File: src/bbf_consts.vh
// Constants for the buck-boost frequency and protection configuration block.
// Assumes a 20 MHz core clock and an I2C host on the two serial pins.
`ifndef BBF_CONSTS_VH
`define BBF_CONSTS_VH

// Register offsets
`define BBF_REG_FREQ_PROT   8'h03
`define BBF_REG_AVG_AVERAGE_CURRENT_LIMIT    8'h04

// Reset values, write mask and read-as-zero value
`define BBF_FREQ_PROT_RST   8'h85
`define BBF_AVG_AVERAGE_CURRENT_LIMIT_RST    3'h1
`define BBF_FREQ_PROT_WMASK 8'hDF
`define BBF_RD_ZERO         8'h00

// Field positions in frequency_and_protection_control and the average current limit register
`define BBF_F_BASE_FREQ     7:6
`define BBF_F_TRANS_FREQ    4
`define BBF_F_OC_RESP       3:2
`define BBF_F_OV_RESP       1:0
`define BBF_F_AVERAGE_CURRENT_LIMIT_CODE     2:0

// Response codes
`define BBF_RESP_NONE       2'h0
`define BBF_RESP_AUTO       2'h1
`define BBF_RESP_LATCH      2'h2

// Frequencies in kHz
`define BBF_KHZ_200         10'h0C8
`define BBF_KHZ_300         10'h12C
`define BBF_KHZ_400         10'h190
`define BBF_KHZ_600         10'h258
`define BBF_FREQ_RST_KHZ    10'h190
`define BBF_TRANS_HI_MUL    13'h0005
`define BBF_TRANS_LO_MUL    13'h0003
`define BBF_TRANS_DIV_SH    3

// Average current limit thresholds in units of 0.1 mV
`define BBF_AVERAGE_CURRENT_LIMIT_0          10'h117
`define BBF_AVERAGE_CURRENT_LIMIT_1          10'h14D
`define BBF_AVERAGE_CURRENT_LIMIT_2          10'h189
`define BBF_AVERAGE_CURRENT_LIMIT_3          10'h1C3
`define BBF_AVERAGE_CURRENT_LIMIT_4          10'h200
`define BBF_AVERAGE_CURRENT_LIMIT_5          10'h238
`define BBF_AVERAGE_CURRENT_LIMIT_6          10'h274
`define BBF_AVERAGE_CURRENT_LIMIT_7          10'h2AF

// Frequency slew: one kHz per 20 clocks, 1 us at 20 MHz
`define BBF_SLEW_LAST       5'h13
`define BBF_SLEW_CNT_W      5

// I2C
`define BBF_I2C_ADDR        7'h2A
`define BBF_BIT_CNT_LAST    4'h7
`define BBF_BIT_CNT_FULL    4'h8

`endif

File: src/bbf_i2c_slave.v
// I2C target: byte engine with register pointer and auto increment.
// Assumes SCL and SDA are already synchronous to the clock.
`include "bbf_consts.vh"

module bbf_i2c_slave (
	input  wire       clk_in,
	input  wire       rst_b_in,
	input  wire       scl_in,
	input  wire       sda_in,
	output wire       sda_out,
	output wire       sda_oe_out,
	output wire [7:0] reg_addr_out,
	output wire [7:0] wr_data_out,
	output wire       wr_stb_out,
	input  wire [7:0] rd_data_in
);
	localparam ST_IDLE = 3'h0;
	localparam ST_ADDR = 3'h1;
	localparam ST_AACK = 3'h2;
	localparam ST_WR   = 3'h3;
	localparam ST_WACK = 3'h4;
	localparam ST_RD   = 3'h5;
	localparam ST_RACK = 3'h6;

	reg [2:0] state_r;
	reg       scl_d_r;
	reg       sda_d_r;
	reg [3:0] cnt_r;
	reg [7:0] sh_r;
	reg [7:0] tx_r;
	reg [7:0] ptr_r;
	reg       rw_r;
	reg       first_r;
	reg       nack_r;
	reg       oe_r;
	reg       stb_r;

	wire start_w = scl_in & sda_d_r & ~sda_in;
	wire stop_w  = scl_in & ~sda_d_r & sda_in;
	wire rise_w  = scl_in & ~scl_d_r;
	wire fall_w  = ~scl_in & scl_d_r;

	assign sda_out      = 1'b0;
	assign sda_oe_out   = oe_r;
	assign reg_addr_out = ptr_r;
	assign wr_data_out  = sh_r;
	assign wr_stb_out   = stb_r;

	always @(posedge clk_in or negedge rst_b_in) begin
		if (!rst_b_in) begin
			state_r <= ST_IDLE;
			scl_d_r <= 1'b1;
			sda_d_r <= 1'b1;
			cnt_r   <= 4'h0;
			sh_r    <= 8'h00;
			tx_r    <= 8'h00;
			ptr_r   <= 8'h00;
			rw_r    <= 1'b0;
			first_r <= 1'b1;
			nack_r  <= 1'b1;
			oe_r    <= 1'b0;
			stb_r   <= 1'b0;
		end else begin
			scl_d_r <= scl_in;
			sda_d_r <= sda_in;
			stb_r   <= 1'b0;
			if (start_w) begin
				state_r <= ST_ADDR;
				cnt_r   <= 4'h0;
				oe_r    <= 1'b0;
			end else if (stop_w) begin
				state_r <= ST_IDLE;
				oe_r    <= 1'b0;
			end else begin
				case (state_r)
				ST_ADDR, ST_WR: begin
					if (rise_w) begin
						sh_r  <= {sh_r[6:0], sda_in};
						cnt_r <= cnt_r + 4'h1;
					end else if (fall_w && cnt_r == `BBF_BIT_CNT_FULL) begin
						cnt_r <= 4'h0;
						if (state_r == ST_WR) begin
							oe_r    <= 1'b1;
							state_r <= ST_WACK;
							if (first_r)
								ptr_r <= sh_r;
							else
								stb_r <= 1'b1;
						end else if (sh_r[7:1] == `BBF_I2C_ADDR) begin
							oe_r    <= 1'b1;
							rw_r    <= sh_r[0];
							state_r <= ST_AACK;
						end else begin
							state_r <= ST_IDLE;
						end
					end
				end
				ST_AACK: begin
					if (fall_w) begin
						cnt_r <= 4'h0;
						if (rw_r) begin
							tx_r    <= rd_data_in;
							oe_r    <= ~rd_data_in[7];
							state_r <= ST_RD;
						end else begin
							oe_r    <= 1'b0;
							first_r <= 1'b1;
							state_r <= ST_WR;
						end
					end
				end
				ST_WACK: begin
					if (fall_w) begin
						oe_r    <= 1'b0;
						state_r <= ST_WR;
						first_r <= 1'b0;
						// The pointer byte itself must not advance the pointer
						if (!first_r)
							ptr_r <= ptr_r + 8'h01;
					end
				end
				ST_RD: begin
					if (fall_w) begin
						if (cnt_r == `BBF_BIT_CNT_LAST) begin
							oe_r    <= 1'b0;
							ptr_r   <= ptr_r + 8'h01;
							state_r <= ST_RACK;
						end else begin
							oe_r  <= ~tx_r[6];
							tx_r  <= {tx_r[6:0], 1'b0};
							cnt_r <= cnt_r + 4'h1;
						end
					end
				end
				ST_RACK: begin
					if (rise_w) begin
						nack_r <= sda_in;
					end else if (fall_w) begin
						cnt_r <= 4'h0;
						if (nack_r) begin
							state_r <= ST_IDLE;
						end else begin
							tx_r    <= rd_data_in;
							oe_r    <= ~rd_data_in[7];
							state_r <= ST_RD;
						end
					end
				end
				default: begin
					state_r <= ST_IDLE;
				end
				endcase
			end
		end
	end
endmodule

File: src/bbf_config_top.v
// Frequency, protection and current limit configuration of a four-switch
// buck-boost controller, with its I2C register port.
// Assumes analog comparators deliver clean levels synchronous to CLOCK_IN.
`include "bbf_consts.vh"

// What this block does
// - Base frequency code 00/01/10/11 means 200/300/400/600 kHz.
// - Base frequency field is writable whether switching is enabled or not.
// - New base frequency is reached gradually; switching is never restarted.
// - Transition region runs at 62.5% of base when set, else 37.5%.
// - Over-current response acts after the cycle-by-cycle current limit trips.
// - Over-current code 00: no hiccup, no latch, only cycle limit.
// - Over-current code 01: hiccup on trip below 60% feedback; soft-start sets off time.
// - Over-current code 10: latch off until re-enable or power cycle.
// - Over-voltage response acts above 127% reference; code 11 reserved.
// - Over-voltage code 00: no action, no discharge, regulation continues.
// - Over-voltage code 01: stop and discharge above 127%, resume at 111%.
// - Over-voltage code 10: latch off without output discharge.
// - Current limit code selects 27.9 to 68.7 mV sense threshold.
// - Switching enable starts switching; cleared stops it, control keeps running.
module bbf_config_top (
	input  wire       CLOCK_IN,
	input  wire       RST_B_IN,
	input  wire       SCL_IN,
	input  wire       SDA_IN,
	output wire       SDA_OUT,
	output wire       SDA_OE_OUT,
	input  wire       SWITCHING_ENABLE_IN,
	input  wire       CUR_LIMIT_TRIP_IN,
	input  wire       FB_BELOW_60PCT_IN,
	input  wire       FB_ABOVE_127PCT_IN,
	input  wire       FB_BELOW_111PCT_IN,
	input  wire       TRANS_REGION_IN,
	input  wire       SS_DISCHARGED_IN,
	output wire       SWITCHING_ACTIVE_OUT,
	output wire       OUT_DISCHARGE_OUT,
	output wire       SS_DISCHARGE_OUT,
	output wire       FAULT_LATCHED_OUT,
	output wire [9:0] SW_FREQ_KHZ_OUT,
	output wire [9:0] AVG_AVERAGE_CURRENT_LIMIT_THRESH_OUT
);
	localparam ST_OFF    = 3'h0;
	localparam ST_RUN    = 3'h1;
	localparam ST_HICCUP = 3'h2;
	localparam ST_OV_DIS = 3'h3;
	localparam ST_LATCH  = 3'h4;

	wire [7:0] reg_addr;
	wire [7:0] wr_data;
	wire       wr_stb;
	reg  [7:0] rd_data;

	reg  [7:0] freq_prot_r;
	reg  [2:0] avg_average_current_limit_r;
	reg  [2:0] state_r;
	reg  [2:0] state_nxt;
	reg  [9:0] freq_r;
	reg  [9:0] target_nxt;
	reg  [`BBF_SLEW_CNT_W-1:0] slew_cnt_r;
	reg  [9:0] average_current_limit_r;
	reg        sw_act_r;
	reg        out_dis_r;
	reg        ss_dis_r;
	reg        latched_r;

	wire [1:0] base_freq_sel  = freq_prot_r[`BBF_F_BASE_FREQ];
	wire       transition_region_freq_sel = freq_prot_r[`BBF_F_TRANS_FREQ];
	wire [1:0] overcurrent_response = freq_prot_r[`BBF_F_OC_RESP];
	wire [1:0] overvoltage_response = freq_prot_r[`BBF_F_OV_RESP];
	wire [2:0] avg_current_limit_code = avg_average_current_limit_r;

	function [9:0] base_khz;
		input [1:0] code;
		begin
			case (code)
			2'h0:    base_khz = `BBF_KHZ_200;
			2'h1:    base_khz = `BBF_KHZ_300;
			2'h2:    base_khz = `BBF_KHZ_400;
			default: base_khz = `BBF_KHZ_600;
			endcase
		end
	endfunction

	// Scaling by 5/8 or 3/8 with a shift keeps the datapath free of a divider
	function [9:0] region_khz;
		input [9:0] base;
		input       hi;
		reg   [12:0] prod;
		begin
			prod = {3'h0, base} *
				(hi ? `BBF_TRANS_HI_MUL : `BBF_TRANS_LO_MUL);
			region_khz = prod[12:`BBF_TRANS_DIV_SH];
		end
	endfunction

	function [9:0] average_current_limit_thresh;
		input [2:0] code;
		begin
			case (code)
			3'h0:    average_current_limit_thresh = `BBF_AVERAGE_CURRENT_LIMIT_0;
			3'h1:    average_current_limit_thresh = `BBF_AVERAGE_CURRENT_LIMIT_1;
			3'h2:    average_current_limit_thresh = `BBF_AVERAGE_CURRENT_LIMIT_2;
			3'h3:    average_current_limit_thresh = `BBF_AVERAGE_CURRENT_LIMIT_3;
			3'h4:    average_current_limit_thresh = `BBF_AVERAGE_CURRENT_LIMIT_4;
			3'h5:    average_current_limit_thresh = `BBF_AVERAGE_CURRENT_LIMIT_5;
			3'h6:    average_current_limit_thresh = `BBF_AVERAGE_CURRENT_LIMIT_6;
			default: average_current_limit_thresh = `BBF_AVERAGE_CURRENT_LIMIT_7;
			endcase
		end
	endfunction

	bbf_i2c_slave u_i2c (
		.clk_in       (CLOCK_IN),
		.rst_b_in     (RST_B_IN),
		.scl_in       (SCL_IN),
		.sda_in       (SDA_IN),
		.sda_out      (SDA_OUT),
		.sda_oe_out   (SDA_OE_OUT),
		.reg_addr_out (reg_addr),
		.wr_data_out  (wr_data),
		.wr_stb_out   (wr_stb),
		.rd_data_in   (rd_data)
	);

	// Register writes; no gating by switching state
	always @(posedge CLOCK_IN or negedge RST_B_IN) begin
		if (!RST_B_IN) begin
			freq_prot_r <= `BBF_FREQ_PROT_RST;
			avg_average_current_limit_r  <= `BBF_AVG_AVERAGE_CURRENT_LIMIT_RST;
		end else if (wr_stb) begin
			if (reg_addr == `BBF_REG_FREQ_PROT)
				freq_prot_r <= wr_data & `BBF_FREQ_PROT_WMASK;
			if (reg_addr == `BBF_REG_AVG_AVERAGE_CURRENT_LIMIT)
				avg_average_current_limit_r <= wr_data[`BBF_F_AVERAGE_CURRENT_LIMIT_CODE];
		end
	end

	// Unmapped offsets read as zero; unused bits read as zero
	always @* begin
		case (reg_addr)
		`BBF_REG_FREQ_PROT: rd_data = freq_prot_r;
		`BBF_REG_AVG_AVERAGE_CURRENT_LIMIT:  rd_data = {5'h00, avg_average_current_limit_r};
		default:            rd_data = `BBF_RD_ZERO;
		endcase
	end

	// Frequency target: base, or scaled base inside the transition region
	always @* begin
		target_nxt = base_khz(base_freq_sel);
		if (TRANS_REGION_IN)
			target_nxt = region_khz(target_nxt,
				transition_region_freq_sel);
	end

	// Slew one kHz per step so the loop never sees a frequency jump
	always @(posedge CLOCK_IN or negedge RST_B_IN) begin
		if (!RST_B_IN) begin
			freq_r     <= `BBF_FREQ_RST_KHZ;
			slew_cnt_r <= {`BBF_SLEW_CNT_W{1'b0}};
		end else if (freq_r == target_nxt) begin
			slew_cnt_r <= {`BBF_SLEW_CNT_W{1'b0}};
		end else if (slew_cnt_r == `BBF_SLEW_LAST) begin
			slew_cnt_r <= {`BBF_SLEW_CNT_W{1'b0}};
			if (freq_r < target_nxt)
				freq_r <= freq_r + 10'h001;
			else
				freq_r <= freq_r - 10'h001;
		end else begin
			slew_cnt_r <= slew_cnt_r + {{(`BBF_SLEW_CNT_W-1){1'b0}}, 1'b1};
		end
	end

	// Protection sequencer; over-voltage is checked ahead of over-current
	always @* begin
		state_nxt = state_r;
		case (state_r)
		ST_OFF: begin
			if (SWITCHING_ENABLE_IN)
				state_nxt = ST_RUN;
		end
		ST_RUN: begin
			if (!SWITCHING_ENABLE_IN)
				state_nxt = ST_OFF;
			else if (FB_ABOVE_127PCT_IN &&
					overvoltage_response == `BBF_RESP_AUTO)
				state_nxt = ST_OV_DIS;
			else if (FB_ABOVE_127PCT_IN &&
					overvoltage_response == `BBF_RESP_LATCH)
				state_nxt = ST_LATCH;
			else if (CUR_LIMIT_TRIP_IN && FB_BELOW_60PCT_IN &&
					overcurrent_response == `BBF_RESP_AUTO)
				state_nxt = ST_HICCUP;
			else if (CUR_LIMIT_TRIP_IN &&
					overcurrent_response == `BBF_RESP_LATCH)
				state_nxt = ST_LATCH;
			// Codes 00 and reserved 11 leave the state alone
		end
		ST_HICCUP: begin
			if (!SWITCHING_ENABLE_IN)
				state_nxt = ST_OFF;
			else if (SS_DISCHARGED_IN)
				state_nxt = ST_RUN;
		end
		ST_OV_DIS: begin
			if (!SWITCHING_ENABLE_IN)
				state_nxt = ST_OFF;
			else if (FB_BELOW_111PCT_IN)
				state_nxt = ST_RUN;
		end
		ST_LATCH: begin
			// Only a re-enable (or reset) clears the latch
			if (!SWITCHING_ENABLE_IN)
				state_nxt = ST_OFF;
		end
		default: begin
			state_nxt = ST_OFF;
		end
		endcase
	end

	always @(posedge CLOCK_IN or negedge RST_B_IN) begin
		if (!RST_B_IN) begin
			state_r   <= ST_OFF;
			sw_act_r  <= 1'b0;
			out_dis_r <= 1'b0;
			ss_dis_r  <= 1'b0;
			latched_r <= 1'b0;
			average_current_limit_r    <= `BBF_AVERAGE_CURRENT_LIMIT_1;
		end else begin
			state_r   <= state_nxt;
			sw_act_r  <= (state_nxt == ST_RUN);
			out_dis_r <= (state_nxt == ST_OV_DIS);
			ss_dis_r  <= (state_nxt == ST_HICCUP);
			latched_r <= (state_nxt == ST_LATCH);
			average_current_limit_r    <= average_current_limit_thresh(avg_current_limit_code);
		end
	end

	assign SWITCHING_ACTIVE_OUT = sw_act_r;
	assign OUT_DISCHARGE_OUT    = out_dis_r;
	assign SS_DISCHARGE_OUT     = ss_dis_r;
	assign FAULT_LATCHED_OUT    = latched_r;
	assign SW_FREQ_KHZ_OUT      = freq_r;
	assign AVG_AVERAGE_CURRENT_LIMIT_THRESH_OUT  = average_current_limit_r;
endmodule

File: config.mk
export PLATFORM = sky130hd
export DESIGN_NAME = bbf_config_top
export DESIGN_NICKNAME = d
export VERILOG_FILES = /design/src/bbf_i2c_slave.v /design/src/bbf_config_top.v
export VERILOG_INCLUDE_DIRS = /design/src
export SDC_FILE = /design/constraint.sdc
export NUM_CORES = 1
export LEC_CHECK = 0
export BUFFER_PORTS_ARGS = -buffer_cell sky130_fd_sc_hd__buf_2
export CAP_MARGIN = 40
export CORE_ASPECT_RATIO = 1.5
export CORE_MARGIN = 4
export CORE_UTILIZATION = 50
export DETAILED_ROUTE_END_ITERATION = 10
export GPL_ROUTABILITY_DRIVEN = 0
export GPL_TIMING_DRIVEN = 0
export PLACE_DENSITY = 0.68
export SYNTH_ARGS = -nofsm -noshare
export SYNTH_HDL_FRONTEND = slang
export SYNTH_HIERARCHICAL = 1
export SYNTH_SLANG_ARGS = --single-unit
File: constraint.sdc
create_clock -name CLOCK_IN -period 6.5 [get_ports CLOCK_IN]
set_input_delay 0.65 -clock CLOCK_IN [delete_from_list [all_inputs] [get_ports CLOCK_IN]]
set_output_delay 0.65 -clock CLOCK_IN [all_outputs]
set_load 0.02 [all_outputs]
==> results.json <==
{
  "synth_top_cell_by_area": "dfrtp_1",
  "n_fill_cell": 925,
  "grt_use_total": 0.196,
  "synthCells": 560,
  "place.port_buffers": 34,
  "start_util": 0.513,
  "min_period_ns": 5.66,
  "wl_per_cell_um": 14.9,
  "cp_max_fo": 11,
  "clkPwrFrac": 0.438,
  "synth_seq_cells": 79,
  "min_path_type": "input pin to asynchronous set/reset pin",
  "netlist_area_mm2": 0.00522,
  "drv_cap": 0,
  "dp_hpwl_um": 8590,
  "ys.flop_type": "dfrtp_1",
  "synth_cell_types": 75,
  "setup_tns_ns": 0,
  "hold_buffers": 0,
  "p_seq_frac": 0.486,
  "drc": 0,
  "ios": 37,
  "root_buffer": "clkbuf_16",
  "fmax_ghz": 0.177,
  "via_per_inst": 5.63,
  "overflow": 0,
  "cts_sinks": 79,
  "clkTransAtPathRegs_ns": 0.06,
  "fp-row-count": 45,
  "grt_max_degree": 45,
  "postRouteAntennaNets": 0,
  "vdd_drop_max_uv": 110,
  "startpoint_type": "flip-flop",
  "die_w_um": 91.5,
  "crit_slowest_cell": "a2111o_1",
  "synth_most_common_cell": "dfrtp_1",
  "yosysWarningCount": 6,
  "syn_area_per_cell_um2": 9.33,
  "core_area_mm2": 0.0102,
  "cp-end-kind": "flip-flop",
  "synth_edf_count": 0,
  "finalCritPeriodShare": 0.871,
  "sw_frac_of_total": 0.233,
  "required_ns": 6.76,
  "max_slew_margin": 0.581,
  "finalHoldViolations": 0,
  "synth_common_cells": "dfrtp_1 (63), nand2_1 (57), ha_1 (43), o21ai_0 (43), nor2_1 (41)",
  "post_cts.repair.setup_buffers": 0,
  "cp_cell_sequence": "inv_1 > ha_1 > or2_2 > a21o_1 > ha_1 > clkbuf_1 > ha_1 > and3b_1 > o21a_1 > o21a_1 > o21ai_1 > mux2i_1 > a311oi_1 > ha_1 > and4_2 > a2111o_1 > ha_1 > a21oi_1 > o22ai_1 > a41oi_1 > or3_1 > a21oi_2 > xor2_1",
  "worstMarginPinSlew_ns": 0.623,
  "crit_cells": 23,
  "path_class": "flip-flop to flip-flop",
  "path_common_cell": "ha_1",
  "routed_wirelength_um": 11200,
  "skew_ns": 0.00859,
  "p_leak_nw": 2.74,
  "powerDensity_mw_per_mm2": 186,
  "fp.dieArea_mm2": 0.0122,
  "p_total_mw": 1.09,
  "dr.pass1.iters": 4,
  "cts_tree": "done",
  "report.final.setup_viol": 0,
  "dieHeight_um": 133,
  "p_int_mw": 0.837,
  "synthToLayoutAreaGrowth_pct": 12.3,
  "cpPeakStageDelay_ns": 0.54,
  "ys_seq_area_frac": 0.382,
  "clkLatencyLatePin_ns": 0.33,
  "vias": 4227,
  "async_reset_ff_frac": 1.00,
  "worst-path-buf-inv": 2,
  "worst_ep_arrival_time_ns": 5.92,
  "nNetsFinal": 661,
  "yosys.area.top_type_share": 0.302,
  "grt_pass1_wl_um": 19500,
  "crit_family": "compound AO/OA/AOI/OAI gates",
  "grt_pass1_vias": 4243,
  "rsz0062_at_grt": "false",
  "rr_worst_depth": 23,
  "numCtsBuffers": 9,
  "slew_viol_final": 0,
  "p_comb_frac": 0.076,
  "drive_gt1_frac": 0.185,
  "cts_max_level": 3,
  "drt_iter0_drc": 175,
  "status": "finished, final reports clean",
  "cts_resized": 0,
  "syn-num-nets": 615,
  "cts_max_path_buffers": 2,
  "n_antenna_cell": 0,
  "yosys-top-cells-area": "dfrtp_1 (30%), ha_1 (10%), dfstp_2 (8.0%)",
  "switching_power_mw": 0.254,
  "antenna_found_initial": 0
}
==> per-layer routing <==
layer | global-route usage | up-vias | part of all wire
li1 | - | 2089 | -
met1 | 0.212 | 2040 | 0.39
met2 | 0.368 | 71 | 0.55
met3 | 0.0328 | 27 | 0.027
met4 | 0.0856 | 0 | 0.031
met5 | 0 | - | 0
==> layout by cell type, fill, tap and decap left out, types with 9 or more instances in the layout <==
cell       Yosys  routed
nor2b_1       13      13
nor2_1        41      41
clkbuf_16      0       9
nor3_1        11      11
nand2_1       57      57
nand3_1       13      13
a21oi_1       35      35
mux2_2        22      22
o21ai_0       43      43
mux2i_1       10      10
xnor2_1       10      10
clkbuf_1      16      20
ha_1          43      43
inv_1         23      23
dfrtp_1       63      63
nand2b_1      10      10
buf_2          8      41
dfstp_2       16      16
==> state kept, by name, summed over array words and instances, names as in the netlist, 4 cells and up <==
signal                                cells
u_i2c/wr_data_out                         8
AVG_AVERAGE_CURRENT_LIMIT_THRESH_OUT     10
freq_prot_r                               7
SW_FREQ_KHZ_OUT                          10
u_i2c/cnt_r                               4
slew_cnt_r                                5
u_i2c/reg_addr_out                        8
u_i2c/tx_r                                7
==> metrics by stage <==
step | hold slack, ns | worst slack, ns | instances | cell area, um2 | utilization
final | 0.267 | 0.841 | 751 | 5870 | 0.576
after global routing | 0.298 | 0.500 | 751 | 5870 | 0.576
after CTS | 0.282 | 0.818 | 751 | 5870 | 0.576
after detailed placement | 0.460 | 0.839 | 736 | 5590 | 0.549
after global placement | 0.464 | 0.885 | 735 | 5570 | 0.547
after floorplan | 0.354 | 1.39 | 560 | 5220 | -
==> worst reg2reg max path: cells and delay by family, from the launching register on <==
| kind | cells | cell delay [ns] |
|---|---|---|
| simple gates | 4 | 1.11 |
| flops | 1 | 0.43 |
| compound gates | 10 | 2.11 |
| mux | 1 | 0.10 |
| xor+xnor | 1 | 0.16 |
| fa+ha+maj | 5 | 1.44 |
| buf+inv | 2 | 0.25 |
==> cell families after synthesis <==
logic type / after synthesis / share of synthesized area
compound gates: 140 / 0.178
xor+xnor: 16 / 0.0268
fa+ha+maj: 44 / 0.107
buf+inv: 52 / 0.0424
flops: 79 / 0.382
mux: 32 / 0.0666
other cells: 2 / 0.00144
simple gates: 195 / 0.196
==> cell type report <==
| cell class | instances | area, um2 | area share |
|---|---|---|---|
| Inverter | 23 | 86.3 | 0.0147 |
| Clock buffer | 13 | 240 | 0.0409 |
| Tap cell | 141 | 176 | 0.0301 |
| Sequential cell | 79 | 2000 | 0.340 |
| Timing Repair Buffer | 35 | 193 | 0.0328 |
| Buffer | 29 | 135 | 0.0230 |
| Clock inverter | 2 | 35.0 | 0.00597 |
| Multi-Input combinational cell | 429 | 3010 | 0.512 |
==> final timing paths <==
kind / from / end / slack (ns)
setup / recovery: freq_prot_r[6] / SW_FREQ_KHZ_OUT[9] / 0.84
hold / removal: RST_B_IN / SW_FREQ_KHZ_OUT[6] / 0.27
setup reg to reg: freq_prot_r[6] / SW_FREQ_KHZ_OUT[9] / 0.84
hold reg to reg: slew_cnt_r[0] / slew_cnt_r[0] / 0.47
max in group asynchronous: RST_B_IN / freq_prot_r[0] / 5.57
min in group CLOCK_IN: SCL_IN / u_i2c/scl_d_r / 0.43
==> power by group through the flow <==
| stage | clock network, mW | registers (mW) | logic [mW] |
|---|---|---|---|
| final | 0.478 | 0.530 | 0.0833 |
| after floorplan | 0 | 0.532 | 0.0549 |
| after detailed placement | 0 | 0.538 | 0.0847 |
| after CTS | 0.491 | 0.530 | 0.0848 |
| after global routing | 0.515 | 0.532 | 0.0955 |
| after global placement | 0 | 0.538 | 0.0798 |
Power figures use the tool's default switching activity.
